## src/mie_pkg.sv

```systemverilog
package mie_pkg;
  // ----------------------------------------------------------------
  // widths and sizes
  // ----------------------------------------------------------------
  localparam int PC_W = 10;
  localparam int RAM_N = 64;
  localparam logic [9:0] PC_ONE = 10'h001;
  localparam logic [9:0] PC_TWO = 10'h002;
  localparam logic [9:0] PC_RST = 10'h000;
  localparam logic [9:0] IRQ_VECTOR = 10'h004;
  localparam logic [1:0] LAST_PAGE = 2'h3;

  // ----------------------------------------------------------------
  // special data memory locations
  // ----------------------------------------------------------------
  localparam logic [6:0] SFR_PCLO = 7'h02;
  localparam logic [6:0] SFR_TPTR = 7'h03;
  localparam logic [6:0] SFR_THI = 7'h04;
  localparam logic [6:0] SFR_FLAGS = 7'h05;
  localparam logic [6:0] RAM_BASE = 7'h10;

  // ----------------------------------------------------------------
  // watchdog timing (prescaler counts system clocks, counter counts prescaler wraps)
  // ----------------------------------------------------------------
  localparam logic [3:0] WD_PRE_MAX = 4'hF;
  localparam logic [7:0] WD_CNT_MAX = 8'hFF;

  // ----------------------------------------------------------------
  // register map seen over the bus
  // ----------------------------------------------------------------
  localparam logic [7:0] REG_CTRL = 8'h00;
  localparam logic [7:0] REG_STAT = 8'h04;
  localparam logic [7:0] REG_PC = 8'h08;
  localparam logic [7:0] REG_WREG = 8'h0C;
  localparam int CTRL_RUN_BIT = 0;
  localparam int CTRL_WAKE_BIT = 1;
  localparam int STAT_HALT_BIT = 8;
  localparam logic CTRL_RUN_RST = 1'b0;

  // ----------------------------------------------------------------
  // opcodes, instruction word [15:10]
  // ----------------------------------------------------------------
  typedef enum logic [5:0] {
    OP_NOP = 6'h00, OP_LOAD_M = 6'h01, OP_STORE_M = 6'h02,
    OP_LOAD_X = 6'h03, OP_BIT_CLR = 6'h04, OP_BIT_SET = 6'h05,
    OP_BRANCH = 6'h06, OP_SKIP_NULL = 6'h07, OP_SKIP_NULL_A = 6'h08,
    OP_SKIP_BIT0 = 6'h09, OP_SKIP_BIT1 = 6'h0A, OP_BUMP_UP = 6'h0B,
    OP_BUMP_DN = 6'h0C, OP_BUMP_UP_A = 6'h0D, OP_BUMP_DN_A = 6'h0E,
    OP_INVOKE = 6'h0F, OP_SUB_EXIT = 6'h10, OP_SUB_EXIT_X = 6'h11,
    OP_IRQ_EXIT = 6'h12, OP_LOOKUP = 6'h13, OP_LOOKUP_LAST = 6'h14,
    OP_ZERO_M = 6'h15, OP_ONES_M = 6'h16, OP_KICK = 6'h17,
    OP_NIBX = 6'h18, OP_NIBX_A = 6'h19, OP_SLEEP = 6'h1A,
    OP_ADDC = 6'h1B, OP_ADDC_M = 6'h1C, OP_ADDW = 6'h1D,
    OP_ADDW_X = 6'h1E, OP_ADDW_M = 6'h1F, OP_ANDW = 6'h20,
    OP_ANDW_X = 6'h21, OP_ANDW_M = 6'h22, OP_INVERT = 6'h23,
    OP_INVERT_A = 6'h24, OP_BCD_FIX = 6'h25
  } mie_op_t;

  typedef enum logic [1:0] {
    ST_EXEC = 2'h0, ST_DUMMY = 2'h1, ST_TABLE = 2'h2, ST_HALT = 2'h3
  } mie_state_t;

  // ----------------------------------------------------------------
  // bus carriers
  // ----------------------------------------------------------------
  typedef struct packed {
    logic psel;
    logic penable;
    logic pwrite;
    logic [7:0] paddr;
    logic [31:0] pwdata;
  } mie_apb_req_t;

  typedef struct packed {
    logic pready;
    logic [31:0] prdata;
    logic pslverr;
  } mie_apb_rsp_t;
endpackage : mie_pkg

```

## src/mie_core.sv

```systemverilog
`timescale 1ns/1ps
// Function
// RL1 - moves memory/working register/immediate take one cycle, no flags
// RL2 - invoke and branch take two cycles, no flags changed
// RL3 - skip costs two cycles when taken, one otherwise
// RL4 - writing program counter low byte costs two cycles
// RL5 - rom lookup: high part to table byte, low to memory, 2 cycles
// RL6 - skip on zero byte (optional copy), on bit zero, on bit one
// RL7 - bump up/down and skip on zero; register forms keep memory
// RL8 - the three returns take two cycles, no arithmetic flag
// RL9 - watchdog kick clears counter, timeout and power-down flags
// RL10 - nibble exchange to memory or working register, one cycle
// RL11 - add with carry updates four arithmetic flags
// RL12 - plain add of memory or immediate updates four flags
// RL13 - AND with memory or immediate updates only zero
// RL14 - invoke pushes pc plus one and jumps to target
// RL15 - clear byte writes zero, set byte writes all ones
// RL16 - bit clear/set touches only the selected bit
// RL17 - invert-all complements memory byte, updates zero only
// RL18 - invert-to-register leaves memory, updates zero, one cycle
// RL19 - bcd fixup adds 6 to low nibble above 9 or half carry
// RL20 - bcd fixup adds 6 to high nibble above 9 or carry; code tests the whole byte above 99 instead
// RL21 - bcd fixup changes only carry, set when sum passes 100
// RL22 - power-down executes in one cycle and updates its flags
// RL23 - power-down stops execution, clears watchdog, sets flag
// RL24 - interrupt exit restores pc, opens gate, pending irq first
// RL25 - branch loads target with a dummy slot
// RL26 - a taken skip discards the fetched instruction
// RL27 - no-operation changes nothing and moves to next word
module mie_core (
  // clock, reset, enable
  input wire logic CLOCK,
  input wire logic RST,
  input wire logic CE,
  // register bus
  input wire mie_pkg::mie_apb_req_t APB_REQ,
  output mie_pkg::mie_apb_rsp_t APB_RSP,
  // program memory
  output logic [9:0] PROG_ADDR,
  input wire logic [15:0] PROG_DATA,
  // interrupt request pin
  input wire logic IRQ
);

  typedef struct packed {
    mie_pkg::mie_state_t st;
    logic [9:0] pc;
    logic [9:0] prog_addr;
    logic [7:0] wreg;
    logic c, hc, z, sr, wto, powerdown_flag, gate, run;
    logic irq_s1, irq_s2;
    logic [1:0] sp;
    logic [3:0][9:0] stk;
    logic [63:0][7:0] ram;
    logic [7:0] tptr, thi;
    logic [6:0] tdst;
    logic [7:0] wdog;
    logic [3:0] pre;
    mie_pkg::mie_apb_rsp_t rsp;
  } mie_state_all_t;

  mie_state_all_t s, n;
  mie_pkg::mie_op_t op;
  logic [6:0] ma;
  logic [2:0] bi;
  logic [7:0] imm, md, wd, res, adj;
  logic [10:0] sum;
  logic wr, go, bus_wr, lo_fix, hi_fix;
  logic [6:0] wa;
  logic [32:0] rdv;

  // ----------------------------------------------------------------
  // helpers
  // ----------------------------------------------------------------
  // data memory read, special locations first
  function automatic logic [7:0] rd_mem(mie_state_all_t v,
                                        logic [6:0] a);
    logic [6:0] i;
    i = a - mie_pkg::RAM_BASE;
    if (a == mie_pkg::SFR_PCLO) return v.pc[7:0];
    if (a == mie_pkg::SFR_TPTR) return v.tptr;
    if (a == mie_pkg::SFR_THI) return v.thi;
    if (a == mie_pkg::SFR_FLAGS)
      return {2'h0, v.wto, v.powerdown_flag, v.sr, v.z, v.hc, v.c};
    if (a >= mie_pkg::RAM_BASE && i < 7'(mie_pkg::RAM_N))
      return v.ram[i[5:0]];
    return 8'h00;
  endfunction : rd_mem

  // 8-bit add giving {signed range, half carry, carry, sum}
  function automatic logic [10:0] add8(logic [7:0] a, logic [7:0] b,
                                       logic ci);
    logic [8:0] t;
    logic [4:0] h;
    t = {1'b0, a} + {1'b0, b} + {8'h00, ci};
    h = {1'b0, a[3:0]} + {1'b0, b[3:0]} + {4'h0, ci};
    return {(a[7] == b[7]) && (t[7] != a[7]), h[4], t[8], t[7:0]};
  endfunction : add8

  // bus read decode: {error, data}
  function automatic logic [32:0] rd_reg(mie_state_all_t v,
                                         logic [7:0] a);
    case (a)
      mie_pkg::REG_CTRL: return {1'b0, 31'h0, v.run};
      mie_pkg::REG_STAT: return {1'b0, 23'h0, v.st == mie_pkg::ST_HALT,
                                 2'h0, v.wto, v.powerdown_flag, v.sr, v.z, v.hc, v.c};
      mie_pkg::REG_PC: return {1'b0, 22'h0, v.pc};
      mie_pkg::REG_WREG: return {1'b0, 24'h0, v.wreg};
      default: return {1'b1, 32'h0};
    endcase
  endfunction : rd_reg

  assign op = mie_pkg::mie_op_t'(PROG_DATA[15:10]);
  assign ma = PROG_DATA[6:0];
  assign bi = PROG_DATA[9:7];
  assign imm = PROG_DATA[7:0];
  assign go = CE && s.run && s.st == mie_pkg::ST_EXEC;

  // ----------------------------------------------------------------
  // next state
  // ----------------------------------------------------------------
  always_comb begin
    n = s;
    md = rd_mem(s, ma);
    wr = 1'b0;
    wa = ma;
    wd = 8'h00;
    res = 8'h00;
    sum = 11'h000;
    lo_fix = (s.wreg[3:0] > 4'h9) || s.hc;
    hi_fix = (s.wreg > 8'h99) || s.c; // see RL20
    adj = {hi_fix ? 4'h6 : 4'h0, lo_fix ? 4'h6 : 4'h0};
    // irq pin through two flops before use
    n.irq_s1 = IRQ;
    n.irq_s2 = s.irq_s1;
    // watchdog runs only while the system clock would run
    if (s.st != mie_pkg::ST_HALT) begin
      n.pre = s.pre + 4'h1;
      if (s.pre == mie_pkg::WD_PRE_MAX) begin
        n.wdog = s.wdog + 8'h01;
        if (s.wdog == mie_pkg::WD_CNT_MAX) n.wto = 1'b1;
      end
    end
    // bus slave: zero wait, data captured in the setup cycle
    bus_wr = APB_REQ.psel && APB_REQ.penable && s.rsp.pready &&
             APB_REQ.pwrite;
    rdv = rd_reg(s, APB_REQ.paddr);
    n.rsp.pready = APB_REQ.psel && !APB_REQ.penable;
    if (APB_REQ.psel && !APB_REQ.penable) begin
      n.rsp.prdata = APB_REQ.pwrite ? 32'h0 : rdv[31:0];
      n.rsp.pslverr = rdv[32];
    end
    if (bus_wr && APB_REQ.paddr == mie_pkg::REG_CTRL) begin
      n.run = APB_REQ.pwdata[mie_pkg::CTRL_RUN_BIT];
    end
    case (s.st)
      mie_pkg::ST_EXEC: begin
        if (s.run) begin
          n.pc = s.pc + mie_pkg::PC_ONE;
          if (s.gate && s.irq_s2) begin
            // fetched word is dropped and re-fetched after the service
            n.stk[s.sp] = s.pc;
            n.sp = s.sp + 2'h1;
            n.pc = mie_pkg::IRQ_VECTOR;
            n.gate = 1'b0;
            n.st = mie_pkg::ST_DUMMY;
          end else begin
            case (op)
              mie_pkg::OP_LOAD_M: n.wreg = md; // see RL1
              mie_pkg::OP_STORE_M: begin
                wr = 1'b1; // see RL1
                wd = s.wreg;
              end
              mie_pkg::OP_LOAD_X: n.wreg = imm; // see RL1
              mie_pkg::OP_BIT_CLR, mie_pkg::OP_BIT_SET: begin
                wr = 1'b1;
                wd = md;
                wd[bi] = (op == mie_pkg::OP_BIT_SET); // see RL16
              end
              mie_pkg::OP_BRANCH: begin
                n.pc = PROG_DATA[9:0]; // see RL25
                n.st = mie_pkg::ST_DUMMY; // see RL2
              end
              mie_pkg::OP_INVOKE: begin
                n.stk[s.sp] = s.pc + mie_pkg::PC_ONE; // see RL14
                n.sp = s.sp + 2'h1;
                n.pc = PROG_DATA[9:0];
                n.st = mie_pkg::ST_DUMMY; // see RL2
              end
              mie_pkg::OP_SKIP_NULL, mie_pkg::OP_SKIP_NULL_A: begin
                if (op == mie_pkg::OP_SKIP_NULL_A) n.wreg = md;
                if (md == 8'h00) begin // see RL6
                  n.pc = s.pc + mie_pkg::PC_TWO; // see RL26
                  n.st = mie_pkg::ST_DUMMY; // see RL3
                end
              end
              mie_pkg::OP_SKIP_BIT0, mie_pkg::OP_SKIP_BIT1: begin
                if (md[bi] == (op == mie_pkg::OP_SKIP_BIT1)) begin
                  n.pc = s.pc + mie_pkg::PC_TWO; // see RL6
                  n.st = mie_pkg::ST_DUMMY; // see RL3
                end
              end
              mie_pkg::OP_BUMP_UP, mie_pkg::OP_BUMP_DN,
              mie_pkg::OP_BUMP_UP_A, mie_pkg::OP_BUMP_DN_A: begin
                res = (op == mie_pkg::OP_BUMP_UP ||
                       op == mie_pkg::OP_BUMP_UP_A) ? md + 8'h01
                                                    : md - 8'h01;
                if (op == mie_pkg::OP_BUMP_UP ||
                    op == mie_pkg::OP_BUMP_DN) begin
                  wr = 1'b1;
                  wd = res;
                end else begin
                  n.wreg = res; // see RL7
                end
                if (res == 8'h00) begin
                  n.pc = s.pc + mie_pkg::PC_TWO; // see RL7
                  n.st = mie_pkg::ST_DUMMY; // see RL3
                end
              end
              mie_pkg::OP_SUB_EXIT, mie_pkg::OP_SUB_EXIT_X,
              mie_pkg::OP_IRQ_EXIT: begin
                n.sp = s.sp - 2'h1;
                n.pc = s.stk[s.sp - 2'h1]; // see RL8
                n.st = mie_pkg::ST_DUMMY;
                if (op == mie_pkg::OP_SUB_EXIT_X) n.wreg = imm;
                // gate opens now; a pending irq is taken before the
                // first word at the restored address executes
                if (op == mie_pkg::OP_IRQ_EXIT) n.gate = 1'b1; // see RL24
              end
              mie_pkg::OP_LOOKUP, mie_pkg::OP_LOOKUP_LAST: begin
                n.tdst = ma;
                n.prog_addr = {op == mie_pkg::OP_LOOKUP_LAST ?
                               mie_pkg::LAST_PAGE : s.pc[9:8], s.tptr};
                n.st = mie_pkg::ST_TABLE; // see RL5
              end
              mie_pkg::OP_ZERO_M, mie_pkg::OP_ONES_M: begin
                wr = 1'b1;
                wd = (op == mie_pkg::OP_ONES_M) ? 8'hFF : 8'h00; // see RL15
              end
              mie_pkg::OP_KICK: begin
                n.wdog = 8'h00; // see RL9
                n.pre = 4'h0;
                n.wto = 1'b0;
                n.powerdown_flag = 1'b0;
              end
              mie_pkg::OP_NIBX: begin
                wr = 1'b1;
                wd = {md[3:0], md[7:4]}; // see RL10
              end
              mie_pkg::OP_NIBX_A: n.wreg = {md[3:0], md[7:4]}; // see RL10
              mie_pkg::OP_SLEEP: begin
                n.wdog = 8'h00; // see RL23
                n.pre = 4'h0;
                n.wto = 1'b0; // see RL22
                n.powerdown_flag = 1'b1;
                n.st = mie_pkg::ST_HALT;
              end
              mie_pkg::OP_ADDC, mie_pkg::OP_ADDC_M, mie_pkg::OP_ADDW,
              mie_pkg::OP_ADDW_X, mie_pkg::OP_ADDW_M: begin
                sum = add8(s.wreg, op == mie_pkg::OP_ADDW_X ? imm : md,
                           (op == mie_pkg::OP_ADDC ||
                            op == mie_pkg::OP_ADDC_M) && s.c); // see RL11
                {n.sr, n.hc, n.c} = sum[10:8]; // see RL12
                n.z = (sum[7:0] == 8'h00);
                if (op == mie_pkg::OP_ADDC_M || op == mie_pkg::OP_ADDW_M)
                begin
                  wr = 1'b1;
                  wd = sum[7:0];
                end else begin
                  n.wreg = sum[7:0];
                end
              end
              mie_pkg::OP_ANDW, mie_pkg::OP_ANDW_X, mie_pkg::OP_ANDW_M:
              begin
                res = s.wreg & (op == mie_pkg::OP_ANDW_X ? imm : md);
                n.z = (res == 8'h00); // see RL13
                if (op == mie_pkg::OP_ANDW_M) begin
                  wr = 1'b1;
                  wd = res;
                end else begin
                  n.wreg = res;
                end
              end
              mie_pkg::OP_INVERT: begin
                wr = 1'b1;
                wd = ~md; // see RL17
                n.z = (wd == 8'h00);
              end
              mie_pkg::OP_INVERT_A: begin
                n.wreg = ~md; // see RL18
                n.z = (md == 8'hFF);
              end
              mie_pkg::OP_BCD_FIX: begin
                wr = 1'b1;
                wd = s.wreg + adj; // see RL19
                n.c = hi_fix; // see RL21
              end
              default: ; // unknown words act as no-operation; see RL27
            endcase
          end
        end
      end
      mie_pkg::ST_TABLE: begin
        n.thi = PROG_DATA[15:8]; // see RL5
        wr = 1'b1;
        wa = s.tdst;
        wd = PROG_DATA[7:0];
        n.st = mie_pkg::ST_EXEC;
      end
      mie_pkg::ST_HALT: begin
        if (bus_wr && APB_REQ.paddr == mie_pkg::REG_CTRL &&
            APB_REQ.pwdata[mie_pkg::CTRL_WAKE_BIT]) begin
          n.st = mie_pkg::ST_EXEC;
        end
      end
      default: n.st = mie_pkg::ST_EXEC; // dummy slot ends here
    endcase
    // single data memory write port; a write to pc low byte reloads
    // the fetch address and so always spends a dummy slot
    if (wr) begin
      if (wa == mie_pkg::SFR_PCLO) begin
        n.pc = {s.pc[9:8], wd}; // see RL4
        n.st = mie_pkg::ST_DUMMY;
      end else if (wa == mie_pkg::SFR_TPTR) begin
        n.tptr = wd;
      end else if (wa == mie_pkg::SFR_THI) begin
        n.thi = wd;
      end else if (wa == mie_pkg::SFR_FLAGS) begin
        {n.sr, n.z, n.hc, n.c} = wd[3:0];
      end else if (wa >= mie_pkg::RAM_BASE &&
                   (wa - mie_pkg::RAM_BASE) < 7'(mie_pkg::RAM_N)) begin
        n.ram[6'(wa - mie_pkg::RAM_BASE)] = wd;
      end
    end
    if (n.st != mie_pkg::ST_TABLE) n.prog_addr = n.pc;
  end

  // ----------------------------------------------------------------
  // state register; low enable freezes everything
  // ----------------------------------------------------------------
  always_ff @(posedge CLOCK) begin
    if (RST) begin
      s <= '0;
      s.st <= mie_pkg::ST_EXEC;
      s.pc <= mie_pkg::PC_RST;
      s.prog_addr <= mie_pkg::PC_RST;
      s.run <= mie_pkg::CTRL_RUN_RST;
    end else if (CE) begin
      s <= n;
    end
  end

  assign APB_RSP = s.rsp;
  assign PROG_ADDR = s.prog_addr;

  logic take_irq;
  assign take_irq = s.gate && s.irq_s2;
endmodule : mie_core

```

## config.mk

```make
export PLATFORM = sky130hd
export DESIGN_NAME = mie_core
export DESIGN_NICKNAME = d
export VERILOG_FILES = /design/src/mie_pkg.sv /design/src/mie_core.sv
export SDC_FILE = /design/constraint.sdc
export NUM_CORES = 2
export LEC_CHECK = 0
export ABC_AREA = 1
export BUFFER_PORTS_ARGS = -buffer_cell sky130_fd_sc_hd__clkbuf_2
export CORE_ASPECT_RATIO = 2
export CORE_MARGIN = 1
export CORE_UTILIZATION = 55
export DETAILED_ROUTE_END_ITERATION = 10
export GPL_TIMING_DRIVEN = 0
export PLACE_DENSITY_LB_ADDON = 0.05
export SETUP_SLACK_MARGIN = 0.2
export SYNTH_ARGS = -nofsm -noshare
export SYNTH_HDL_FRONTEND = slang
export SYNTH_SLANG_ARGS = --single-unit
```

## constraint.sdc

```tcl
create_clock -name CLOCK -period 4.5 [get_ports CLOCK]
set_clock_uncertainty 0.2 [all_clocks]
set_input_delay 0.225 -clock CLOCK [delete_from_list [all_inputs] [get_ports CLOCK]]
set_output_delay 0.225 -clock CLOCK [all_outputs]
set_load 0.02 [all_outputs]
```

==> results of run 1 <==
cell families after synthesis:
family | count (synthesis)
AOI/OAI and AO/OA | 1628
xor gates and xnor gates | 32
adders and majority gates | 36
buffers and inverters | 1607
DFF | 641
other | 1
and+or+nand+nor | 1631
through the flow:
stage | instance area (sq um) | hold slack [ns]
after floorplan | 35090 | 0.1599
after global placement | 36350 | 0.2346
after detailed placement | 36530 | 0.2368
after CTS | 41510 | 0.008410
timing repair:
| item | CTS |
|---|---|
| buffers inserted | 74 |
| setup endpoints to repair | 561 |
| hold endpoints to repair | 23 |
| gates resized for setup | 645 |
| hold buffers | 27 |
| cloned | 10 |
| pin swaps | 74 |
layer usage:
layer  overflow  track usage
met5          0      0.03333
met3          1       0.2543
met2         18       0.8819
met4          7       0.6145
met1          0       0.5398
==> metrics.yaml, run 1 <==
cts_root_buffer: "clkbuf_16"
synth_common_cells: "inv_1, nand2_1, a21oi_1, o21ai_0, dfxtp_1"
async_flop_share: 0
synth_top_area_share: 0.3666
yosysSeqAreaShare: 0.3666
ctsLongestPathBuffers: 3
chipHeight_um: 358.8
yosys_warnings: 0
dp.final_hpwl_um: 123000
start_util: 0.5575
grt_max_degree: 16
chipWidth_um: 180.4
grt_pass1_vias: 38770
synth.most_common_cell: "inv_1"
place.gp.congestion: 1.131
synth_area_sq_mm: 0.03500
grt_use_total: 0.5693
grt_pass1_wl_um: 268200
io_buffers: 53
synth_top_family_by_area: "compound AO/OA/AOI/OAI gates"
avgSynthCellArea_sq_um: 6.277
htree_levels: 2
status: "did not finish"
ys_ff_latch: 641
place_ws_ns: -3.636
cts_inserted_buffers: 58
io_pins: 107
synth_cell_types: 53
post_synth_inst_count: 5576
synth_edf_count: 0
synth_fa_ha_area_frac: 0.01373
dp.cells: 6449
muxShareOfSynthArea: 0
gr-total-overflow: 26
synthSimpleGateAreaFrac: 0.1894
synth_ff_type: "dfxtp_1"
haltStage: "global routing (5_1_grt)"
cts_sinks: 641
synth_compound_area_frac: 0.2399
post-synth-top-area-cell: "dfxtp_1"
rows: 130
synth_area_leaders: "dfxtp_1, inv_1, a21oi_1"
synth_xor_area_frac: 0.008007
error: "[ERROR GRT-0116] Global routing finished with congestion. Check the congestion regions in the DRC Viewer."
==> run 2, diff against run 1 <==
CORE_ASPECT_RATIO = unset   (was 2)
CORE_UTILIZATION = 40   (was 55)
PLACE_DENSITY_LB_ADDON = 0.15   (was 0.05)
SETUP_SLACK_MARGIN = unset   (was 0.2)
clock period = 5.9 ns   (was 4.5 ns; I/O delays follow)
==> run 2 against run 1 <==
Effect of this change:
- the flow now finishes without violations
- synthesized area unchanged
- synthesized cell count is the same
==> metrics.yaml, run 2 <==
layout_commonest_cell: "inv_1"
async_flop_share: 0  # unchanged
min_from: "APB_REQ[36]"
slew-limit-headroom: 0.08807
dp.final_hpwl_um: 115000  # -6.5%
synth_area_sq_mm: 0.03500  # unchanged
fin_cells: 6976
hold_depth: 6
dr_total_vias: 37560
cts_root_buffer: "clkbuf_16"
io_pins: 107  # unchanged
cap_violations: 0
r2r_start: "s[365]"
status: "finished, final reports clean"
clock_latency_ns: 0.65
ctsLongestPathBuffers: 3  # unchanged
synth_common_cells: "inv_1, nand2_1, a21oi_1, o21ai_0, dfxtp_1"
hold_viol_final: 0
synth_cell_types: 53  # unchanged
drc: 0
finalSetupViolCount: 0
dieArea_sq_mm: 0.08869
antenna_found_initial: 6
drive_gt1_frac: 0.07201
post-synth-top-area-cell: "dfxtp_1"
fin_crit_sh: 0.9766
core-area_sq_mm: 0.08675
tightest_slew_ns: 1.355
setup_ws_ns: 0.1383
synth_top_area_share: 0.3666  # unchanged
post_synth_inst_count: 5576  # unchanged
ys_ff_latch: 641  # unchanged
intPower_mw: 7.568
io_buffers: 53  # unchanged
clkSlewWorstSetupHoldPaths_ns: 0.06
power.density_mw_per_mm2: 259.8
p_leak_nw: 19.31
postLayoutCoreUtil: 0.4654
routed_via_density: 5.384
largest_register_ffs: 618
start_kind: "input pin"
drv_slew: 0
synth_area_leaders: "dfxtp_1, inv_1, a21oi_1"
rr_worst_depth: 31
end_kind: "flop"
final.min_clock_period_ns: 5.762
synth_edf_count: 0  # unchanged
syn2layout_area_growth_pct: 15.35
routedWlPerCell_um: 22.63
drt_pass1_iterations: 6
yosysSeqAreaShare: 0.3666  # unchanged
grt_pass1_wl_um: 227400
power_mw: 10.49
combPwrFrac: 0.109
hold_class: "in -> reg"
top_register: "s"
gr-total-overflow: 0
slowest_stage: "clkbuf_1"
chipWidth_um: 297.8  # +65%
place_area_sq_mm: 0.03704  # +1.4%
chipHeight_um: 297.8  # -17%
place_ws_ns: -2.209  # +1.427 ns
hold_ws_ns: 0.06342
rows: 108  # -17%
arrival_ns: 6.13
crit_fanout: 10
required_ns: 6.27
finalSetupTns_ns: 0
grt_use_total: 0.3456
cts_tree: "yes"
fin_nets: 5860
ant_nets: 0
final_cell_area_sq_mm: 0.04037
start_util: 0.4035  # -0.1540
avgSynthCellArea_sq_um: 6.277  # unchanged
drt_iter0_drc: 4323
synth_ff_type: "dfxtp_1"
dp.cells: 6818  # +5.7%
seqPwrFrac: 0.416
cp_common_cell: "nand2_1"
power.share.clock: 0.474
worst_path_largest_cell_delay_ns: 0.60
final_cell_mix: "inv_1, nand2_1, a21oi_1"
synth.most_common_cell: "inv_1"
yosys_warnings: 0  # unchanged
cts_inserted_buffers: 75  # +29%
grt_pass1_vias: 33690
grt_max_degree: 13
wl_um: 157800
rrSetupSlack_ns: 0.23
cts_sinks: 641  # unchanged
worstSetupPathType: "in -> reg"
place.gp.congestion: 1.034  # -8.6%
htree_levels: 3  # +1
switching_share: 0.2784
peakVddDrop_mv: 0.2051
hold_end: "APB_RSP[7]"
max_freq_ghz: 0.1736
netSwitchingPower_mw: 2.920
r2r-end: "s[103]"
## run 2: cell counts after synthesis
Identical to the previous run, type by type.
## run 2: timing repair
action | in CTS | in global routing
buffers inserted | 3 | 2
hold buffers | 18 | 0
pin swaps | 1 | 4
gates resized for setup | 71 | 157
gates cloned | 0 | 0
endpoints found under the setup margin | 468 | 343
hold endpoints to repair | 19 | 0
## run 2: logic make-up (layout without fill, tap and decap cells)
logic type / Yosys count / after routing / share of synthesized area
compound gates: 1628 / 1628 / 0.2399
buf+inv: 1607 / 1829 / 0.1822
fa+ha+maj: 36 / 36 / 0.01373
xor+xnor: 32 / 32 / 0.008007
other cells: 1 / 24 / 0.0001071
simple gates: 1631 / 1631 / 0.1894
flops: 641 / 641 / 0.3666
## run 2: final cells by class
class | instances | area, sq um
fillers | 9506 | 46380
repair buffers | 89 | 698.2
multi-input cells | 3349 | 16080
inverters | 1255 | 4713
clock buffers | 114 | 2258
flip-flops and latches | 641 | 12830
well taps | 1155 | 1445
diodes | 2 | 5.005
plain buffers | 350 | 2016
clock inverters | 21 | 326.6
## run 2: critical path, delay by kind of cell
kind | cells | cell delay [ns]
simple gates | 13 | 1.52
buf+inv | 8 | 2.25
compound gates | 8 | 1.37
fa+ha+maj | 1 | 0.46
xor+xnor | 1 | 0.18
## run 2: worst max-delay path by stage
stage,slack [ns],cells past startpoint,endpoint,from
2_1_floorplan,1.23,33,s[523],PROG_DATA[4]
3_3_place_gp,-2.31,27,s[561],PROG_DATA[2]
3_5_place_dp,-2.21,27,s[73],PROG_DATA[2]
4_1_cts,0.003,38,PROG_ADDR[6],PROG_DATA[0]
5_1_grt,-0.04,42,PROG_ADDR[3],PROG_DATA[0]
6_report,0.14,31,s[103],PROG_DATA[0]
## run 2: power by group through the flow
stage          registers, mW  logic (mW)  clock network [mW]
2_1_floorplan           4.45       0.545                   0
3_5_place_dp            4.46        1.04                   0
5_1_grt                 4.37        1.18                5.19
3_3_place_gp            4.46        1.02                   0
4_1_cts                 4.37        1.07                5.03
6_report                4.37        1.15                4.98
## run 2: per-layer routing
layer  wire (um)  vias to the layer above  track usage  share of wire
met5           0                        -            0              0
met4       11040                        0       0.2117          0.070
met3       14470                      484      0.05535          0.092
met2       68430                     1854       0.5442           0.43
met1       63900                    17460       0.4429           0.40
li1            -                    17760            -              -
(Power assumes the default switching activity.)
